===== config.mk =====
export PLATFORM = sky130hd
export DESIGN_NAME = sarseq_core
export DESIGN_NICKNAME = d
export VERILOG_FILES = /design/src/pkg/sarseq_pkg.sv /design/src/rtl/sarseq_bitaddr.sv /design/src/rtl/sarseq_core.sv
export SDC_FILE = /design/constraint.sdc
export NUM_CORES = 1
export LEC_CHECK = 0
export BUFFER_PORTS_ARGS = -buffer_cell sky130_fd_sc_hd__buf_2
export CORE_MARGIN = 2
export CORE_UTILIZATION = 45
export CTS_CLUSTER_SIZE = 8
export DETAILED_ROUTE_END_ITERATION = 6
export HOLD_SLACK_MARGIN = 0.05
export PLACE_DENSITY = 0.79
export SYNTH_ARGS = -nofsm -noshare
export SYNTH_HDL_FRONTEND = slang
export SYNTH_SLANG_ARGS = --single-unit

===== constraint.sdc =====
create_clock -name ref_clk_i -period 4.4 [get_ports ref_clk_i]
set_input_delay 0.22 -clock ref_clk_i [delete_from_list [all_inputs] [get_ports ref_clk_i]]
set_output_delay 0.22 -clock ref_clk_i [all_outputs]
set_load 0.01 [all_outputs]

===== src/pkg/sarseq_pkg.sv =====
// Types and constants of the skip and table reference sequencer
package sarseq_pkg;

  // ==========================================
  // Addresses and field layouts
  localparam logic [11:0] TBL_BASE  = 12'h020;
  localparam logic [11:0] TBL_TOP   = 12'h07f;
  localparam logic [4:0]  TBL_PAD   = 5'h00;
  localparam logic        TBL_EVEN  = 1'b0;
  localparam logic [11:0] MEMA_LO   = 12'hfb0;
  localparam logic [11:0] MEMA_HI   = 12'hff0;
  localparam logic [11:0] MEMB_LO   = 12'hfc0;
  localparam logic [7:0]  ABS_PAD   = 8'h00;
  localparam logic [7:0]  MEMB_PAD  = 8'h00;
  localparam logic [3:0]  BANK_ROOT = 4'h0;
  localparam logic [3:0]  BANK_IO   = 4'hf;
  localparam int          PTR_TOP   = 3;

  // ==========================================
  // Lengths and skip costs
  localparam logic [1:0] LEN_NONE   = 2'h0;
  localparam logic [1:0] LEN_ONE    = 2'h1;
  localparam logic [1:0] LEN_THREE  = 2'h3;
  localparam logic [1:0] COST_SHORT = 2'h1;
  localparam logic [1:0] COST_LONG  = 2'h2;

  // ==========================================
  // Enumerations
  typedef enum logic [4:0] {
    OP_OTHER, OP_REF, OP_LD_A_IMM, OP_LD_XACC_IMM, OP_LD_PTR_IMM,
    OP_LD_A_IND, OP_ST_A_IND, OP_INCREMENT_SKIP_OP_R, OP_INCREMENT_SKIP_OP_RR, OP_DECREMENT_SKIP_OP_R,
    OP_STEP_SKIP, OP_TEST_SKIP, OP_CARRY, OP_ADD_CARRY_IND,
    OP_SUB_BORROW_IND, OP_ADD_AND_SKIP, OP_EXCHANGE_DIRECT,
    OP_TABLE_JUMP_PSEUDO, OP_TABLE_CALL_PSEUDO, OP_BIT
  } sarseq_op_t;

  typedef enum logic [1:0] {RED_NONE, RED_ACC, RED_PTR} sarseq_red_t;
  typedef enum logic [1:0] {BM_ABS, BM_PTR_LOW, BM_PTR_HIGH} sarseq_bm_t;
  typedef enum logic [1:0] {SQ_RUN, SQ_ITEM1, SQ_ITEM2} sarseq_fsm_t;

  // ==========================================
  // Carriers
  typedef struct packed {
    sarseq_op_t  op;
    logic [1:0]  len;
    logic        msb;
    logic [5:0]  tidx;
    logic [12:0] tgt;
    sarseq_bm_t  bmode;
    logic        bhigh;
    logic [3:0]  da;
    logic [1:0]  bitn;
  } sarseq_ins_t;

  typedef struct packed {logic ovf; logic brw; logic cond;} sarseq_res_t;

  typedef struct packed {
    logic [3:0] l;
    logic [3:0] h;
    logic       bank_en;
    logic [3:0] bank_sel;
  } sarseq_ctx_t;

  typedef struct packed {
    logic        valid;
    logic        exec;
    logic        nop;
    logic        tbl;
    logic        err;
    logic        carry_we;
    logic        jump;
    logic        call;
    logic [12:0] tgt;
    logic [1:0]  pc_inc;
    logic [1:0]  extra;
  } sarseq_ctl_t;

  typedef struct packed {logic valid; logic [11:0] addr;} sarseq_treq_t;

  typedef struct packed {
    logic        valid;
    logic [11:0] addr;
    logic [1:0]  bitn;
  } sarseq_bita_t;

  typedef struct packed {
    sarseq_fsm_t  fsm;
    logic         skip;
    sarseq_red_t  red;
    logic         pair;
    logic         pair_skip;
    sarseq_ctl_t  ctl;
    sarseq_treq_t treq;
    sarseq_bita_t bita;
  } sarseq_state_t;

  function automatic sarseq_red_t red_group(sarseq_op_t op);
    if (op == OP_LD_A_IMM || op == OP_LD_XACC_IMM) return RED_ACC;
    else if (op == OP_LD_PTR_IMM) return RED_PTR;
    else return RED_NONE;
  endfunction : red_group

endpackage : sarseq_pkg


===== src/rtl/sarseq_bitaddr.sv =====
// Bit address former for the three bit addressing modes
`timescale 1ns/10ps
`default_nettype none

module sarseq_bitaddr (
  input  wire sarseq_pkg::sarseq_ins_t  ins_i,
  input  wire sarseq_pkg::sarseq_ctx_t  ctx_i,
  output var  sarseq_pkg::sarseq_bita_t bita_o
);
  import sarseq_pkg::*;

  logic [3:0] bank;

  always_comb begin
    // Bank restricted to root or I/O bank unless enabled
    bank = ctx_i.bank_en ? ctx_i.bank_sel
         : (ctx_i.h[PTR_TOP] ? BANK_IO : BANK_ROOT);
    bita_o.valid = 1'b1;
    bita_o.bitn  = ins_i.bitn;
    case (ins_i.bmode)
      BM_ABS: begin
        bita_o.addr = (ins_i.bhigh ? MEMA_HI : MEMA_LO)
                    | {ABS_PAD, ins_i.da};
      end
      BM_PTR_LOW: begin
        bita_o.addr = MEMB_LO | {MEMB_PAD, ins_i.da[3:2], ctx_i.l[3:2]};
        bita_o.bitn = ctx_i.l[1:0];
      end
      default: begin
        bita_o.addr = {bank, ctx_i.h, ins_i.da};
      end
    endcase
  end

endmodule : sarseq_bitaddr
`default_nettype wire


===== src/rtl/sarseq_core.sv =====
// Skip, redundancy and table reference sequencer of the 4-bit core
`timescale 1ns/10ps
`default_nettype none

module sarseq_core (
  input  wire logic                     ref_clk_i,
  input  wire logic                     rst_n_i,
  input  wire logic                     ce_i,
  input  wire logic                     ins_valid_i,
  input  wire sarseq_pkg::sarseq_ins_t  ins_i,
  input  wire sarseq_pkg::sarseq_res_t  res_i,
  input  wire sarseq_pkg::sarseq_ctx_t  ctx_i,
  output var  sarseq_pkg::sarseq_ctl_t  ctl_o,
  output var  sarseq_pkg::sarseq_treq_t treq_o,
  output var  sarseq_pkg::sarseq_bita_t bita_o,
  output logic                          skip_o
);
  import sarseq_pkg::*;

  // ==========================================
  // State
  sarseq_state_t st;
  sarseq_state_t next_st;
  sarseq_bita_t  bit_calc;
  sarseq_red_t   grp;
  logic [11:0]   tbl_addr;
  logic          bad;
  logic          first_ok;
  logic          second_ok;

  sarseq_bitaddr u_bitaddr (
    .ins_i  (ins_i),
    .ctx_i  (ctx_i),
    .bita_o (bit_calc)
  );

  assign ctl_o  = st.ctl;
  assign treq_o = st.treq;
  assign bita_o = st.bita;
  assign skip_o = st.skip;

  // ==========================================
  // Next state
  always_comb begin
    next_st = st;
    next_st.ctl = '0;
    next_st.treq.valid = 1'b0;
    next_st.bita.valid = 1'b0;
    grp = red_group(ins_i.op);
    tbl_addr = {TBL_PAD, ins_i.tidx, TBL_EVEN};
    first_ok = ins_i.op == OP_LD_A_IMM || ins_i.op == OP_LD_A_IND
             || ins_i.op == OP_ST_A_IND;
    second_ok = ins_i.op == OP_INCREMENT_SKIP_OP_R || ins_i.op == OP_INCREMENT_SKIP_OP_RR
              || ins_i.op == OP_DECREMENT_SKIP_OP_R;
    bad = 1'b0;
    if (st.fsm == SQ_ITEM1) begin
      bad = ins_i.op == OP_EXCHANGE_DIRECT
          || ins_i.op == OP_REF
          || (ins_i.len == LEN_ONE
              && (!ins_i.msb || !first_ok));
    end else if (st.fsm == SQ_ITEM2) begin
      bad = !second_ok;
    end else begin
      bad = ins_i.op == OP_TABLE_JUMP_PSEUDO
          || ins_i.op == OP_TABLE_CALL_PSEUDO
          || (ins_i.op == OP_REF
              && (tbl_addr < TBL_BASE || tbl_addr > TBL_TOP));
    end
    if (ins_valid_i) begin
      next_st.ctl.valid = 1'b1;
      next_st.ctl.tbl = st.fsm != SQ_RUN;
      // Program counter frozen inside the table
      next_st.ctl.pc_inc = (st.fsm == SQ_RUN) ? ins_i.len
                         : LEN_NONE;
      next_st.pair = 1'b0;
      next_st.pair_skip = 1'b0;
      if (st.skip && st.fsm == SQ_RUN) begin
        next_st.skip = 1'b0;
        next_st.ctl.nop = 1'b1;
        if (ins_i.op == OP_REF) begin
          next_st.ctl.pc_inc = LEN_ONE;
          next_st.ctl.extra = COST_SHORT;
        end else begin
          next_st.ctl.extra = (ins_i.len == LEN_THREE) ? COST_LONG
                            : COST_SHORT;
        end
      end else if (grp != RED_NONE && grp == st.red && !bad) begin
        // Red group kept so a whole string collapses
        next_st.ctl.nop = 1'b1;
      end else if (st.pair && st.pair_skip && st.fsm == SQ_RUN
                   && ins_i.op == OP_ADD_AND_SKIP) begin
        next_st.ctl.nop = 1'b1;
        next_st.ctl.extra = COST_SHORT;
        next_st.red = RED_NONE;
      end else if (bad) begin
        next_st.ctl.nop = 1'b1;
        next_st.ctl.err = 1'b1;
        next_st.red = RED_NONE;
        if (st.fsm != SQ_RUN) begin
          next_st.fsm = SQ_RUN;
          next_st.ctl.pc_inc = LEN_ONE;
        end
      end else begin
        next_st.ctl.exec = 1'b1;
        // A reference clears the group, so its item is never dropped
        next_st.red = grp;
        case (ins_i.op)
          OP_REF: begin
            next_st.treq.valid = 1'b1;
            next_st.treq.addr = tbl_addr;
            next_st.fsm = SQ_ITEM1;
            next_st.ctl.pc_inc = LEN_NONE;
          end
          OP_ADD_CARRY_IND: begin
            next_st.ctl.carry_we = 1'b1;
            next_st.pair = 1'b1;
            next_st.pair_skip = res_i.ovf;
          end
          OP_SUB_BORROW_IND: begin
            next_st.ctl.carry_we = 1'b1;
            next_st.pair = 1'b1;
            next_st.pair_skip = !res_i.brw;
          end
          OP_ADD_AND_SKIP: begin
            next_st.skip = st.pair ? 1'b0 : res_i.ovf;
          end
          OP_INCREMENT_SKIP_OP_R, OP_INCREMENT_SKIP_OP_RR, OP_DECREMENT_SKIP_OP_R, OP_STEP_SKIP: begin
            next_st.skip = res_i.ovf | res_i.brw;
          end
          OP_TEST_SKIP: begin
            next_st.skip = res_i.cond;
          end
          OP_CARRY: begin
            next_st.ctl.carry_we = 1'b1;
          end
          OP_TABLE_JUMP_PSEUDO: begin
            next_st.ctl.jump = 1'b1;
            next_st.ctl.tgt = ins_i.tgt;
          end
          OP_TABLE_CALL_PSEUDO: begin
            next_st.ctl.call = 1'b1;
            next_st.ctl.tgt = ins_i.tgt;
          end
          OP_BIT: begin
            next_st.bita = bit_calc;
          end
          default: begin
          end
        endcase
        if (st.fsm == SQ_ITEM1 && ins_i.len == LEN_ONE) begin
          next_st.fsm = SQ_ITEM2;
        end else if (st.fsm != SQ_RUN) begin
          next_st.fsm = SQ_RUN;
          // Resume after the opcode unless the entry branched
          if (!next_st.ctl.jump && !next_st.ctl.call) begin
            next_st.ctl.pc_inc = LEN_ONE;
          end
        end
      end
    end
  end

  always_ff @(posedge ref_clk_i) begin
    if (!rst_n_i) begin
      st <= '0;
    end else if (ce_i) begin
      st <= next_st;
    end
  end
endmodule : sarseq_core
`default_nettype wire


==> flow_summary.toml <==
[detailed_routing]
drc = 0
antenna_left = 0
drtIter0Drc = 132
wl_per_cell_um = 15.28
wl_mm = 7.365
viasPerCell = 5.614
vias = 2706
drt_pass1_iterations = 5

[placed_design]
port_buffers = 103
placed_area_mm2 = 0.003189
dp_hpwl_mm = 5.510
gp_congestion = 0.9266
pre_cts_slack_ns = 1.683

[die]
die_w_um = 86.13
fp.coreArea_mm2 = 0.006422
initial_core_util_pct = 47.26
dieArea_mm2 = 0.007418
die_y_um = 86.13
core.rowCount = 29
ios = 110

[global_route]
grt_pass1_wl_mm = 11.79
grt_antenna_before_repair = 0
gr-total-overflow = 0
grtUsageTotal_pct = 19.55
grt_max_degree = 24
grt_pass1_vias = 2516

[clock_network]
insertion_delay_ns = 0.31
cts_resized = 0
cts_root_buf = "clkbuf_8"
clk_pin_slew_ns = 0.10
cts_hold_buf = 0
cts_made_buffers = 5
cts_tree = "yes"
cts.htree.levels = 2
clock_sinks = 54
post_cts_buffers = 0
clock_path_buffers = 2

[yosys]
synthMuxAreaShare_pct = 0.3298
yosys.area.top_type = "dfxtp_1"
synth-main-ff-cell = "dfxtp_1"
ys_warn_count = 0
post-synth-top-area-fraction_pct = 35.61
ys_seq_area_share_pct = 35.61
synth_top_family_by_area = "compound AO/OA/AOI/OAI gates"
netlist_area_mm2 = 0.003035
synth.area.top_cells = "dfxtp_1 (36%), buf_4 (13%), a21oi_1 (5.6%), a22o_1 (4.9%), nand2_1 (3.5%)"
synth-simple-area-share_pct = 19.91
ys_types = 57
netlist_top_cells_count = "buf_4 (54), dfxtp_1 (54), a21oi_1 (34)"
synth.avg_cell_area_um2 = 8.408
ys_seq_elements = 54
synthCells = 361
synth_edf_count = 0
synth-compound-area-share_pct = 26.05
ys_async_sr_fraction_pct = 0
synth_fa_ha_area_share_pct = 0
synth_xor_area_share_pct = 0.5771

[sta]
relSlewSlack_pct = 22.22
setup_slack_ns = 2.027
min_period_ns = 2.373
setup_viol = 0
finalHoldViolCount = 0
slew_viol_final = 0
worstMarginPinSlew_ns = 1.162
fin_setup_tns_ns = 0
rsz0062_at_grt = "false"
finClkSkew_ns = 0.01239
finalCritPeriodShare_pct = 53.93
max_freq_mhz = 421.4

[worst_setup_path]
worstSetupEndpointType = "flip-flop"
worstSetupPathType = "primary input to flip-flop"
crit_path_start = "ins_i[34]"
r2r-start = "st[58]"
path_max_fanout = 15
critPathArrivalTime_ns = 2.63
worstPathRequired_ns = 4.66
startpoint_type = "primary input"

[worst_hold_path]
hp-start = "ins_i[11]"
hp-class = "primary input to flip-flop"

[final_layout]
n_fill_cell = 633
utilization_pct = 51.00
finish.instance_area_mm2 = 0.003276
drive_gt1_share_pct = 30.12
seqCellArea_mm2 = 0.001081
antenna_cells = 0
areaGrowthSynthToFinish_pct = 7.914
multi_input_area_mm2 = 0.001451
num-nets-final = 460

[pwr]
power.leakage_nw = 1.541
ir_worst_vdd_v = 0.0001319
powerDensity_mw_per_mm2 = 275.1

[flow_run]
cap_violations = 0

[status]
status = "completed"
registers in the layout, summed over array words and instances (netlist names):
signal,count
ctl_o,25
bita_o,15
st,6
skip_o,1
treq_o,7
final cells by class:
class / instances / share of cell area [%]
clock inverter: 2 / 0.4202
sequential: 54 / 33.00
multi-input combinational: 230 / 44.31
inverter: 8 / 0.9167
clock buffer: 6 / 2.215
tap: 77 / 2.941
timing repair buffer: 105 / 16.20
kinds of logic after synthesis:
| kind of cell | count (synthesis) |
|---|---|
| simple gates | 110 |
| compound gates | 111 |
| buf+inv | 82 |
| flops | 54 |
| mux | 1 |
| other cells | 1 |
| xor+xnor | 2 |
per-layer routing:
metal / routed length [um] / part of all wire, % / global-route usage, % / vias to the layer above
met2: 3406 / 46 / 32.49 / 121
met5: 0 / 0 / 0 / -
li1: - / - / - / 1346
met4: 32 / 0.43 / 3.030 / 0
met1: 3323 / 45 / 25.99 / 1235
met3: 602 / 8.2 / 5.101 / 4
per-stage QoR:
stage	power (mW)	hold slack, ns	std cells
2_1_floorplan	0.5906	0.3457	366
3_3_place_gp	0.6292	0.4310	474
3_5_place_dp	0.6309	0.4363	474
4_1_cts	0.9057	0.1123	482
5_1_grt	0.9376	0.1068	482
6_report	0.9012	0.1150	482
worst paths after layout:
path	end	slack (ns)	cells after the start
max reg2reg	ctl_o[7]	2.10	5
min	ctl_o[6]	0.12	2
max	ctl_o[7]	2.03	7
min reg2reg	treq_o[3]	0.45	2
power by group:
part | internal (mW) | switching [mW]
Sequential | 0.494 | 0.00585
Combinational | 0.0475 | 0.0742
Clock | 0.113 | 0.167
Total | 0.654 | 0.247
critical path, stage by stage:
cell	delay, ns
buf_2	0.21
or3b_1	0.39
a211oi_2	0.27
a311o_1	0.22
nand2_1	0.13
nor4_2	0.93
a22o_1	0.26
placed cells by master, fill, tap and decap left out, types with 3 or more instances in the layout:
| master | count |
|---|---|
| a21oi_1 | 34 |
| buf_2 | 103 |
| nand2_1 | 28 |
| a22o_1 | 17 |
| o21a_1 | 4 |
| and3_1 | 3 |
| a32o_1 | 4 |
| dfxtp_1 | 54 |
| nor2_1 | 17 |
| a211oi_1 | 7 |
| conb_1 | 6 |
| inv_1 | 8 |
| nor2b_1 | 7 |
| a2bb2oi_1 | 4 |
| nor4_1 | 5 |
| clkbuf_8 | 5 |
| and2_1 | 5 |
| nand3_1 | 18 |
| o21ai_0 | 15 |
| o211a_1 | 7 |
| nand4_1 | 5 |
Power figures use the tool's default switching activity.
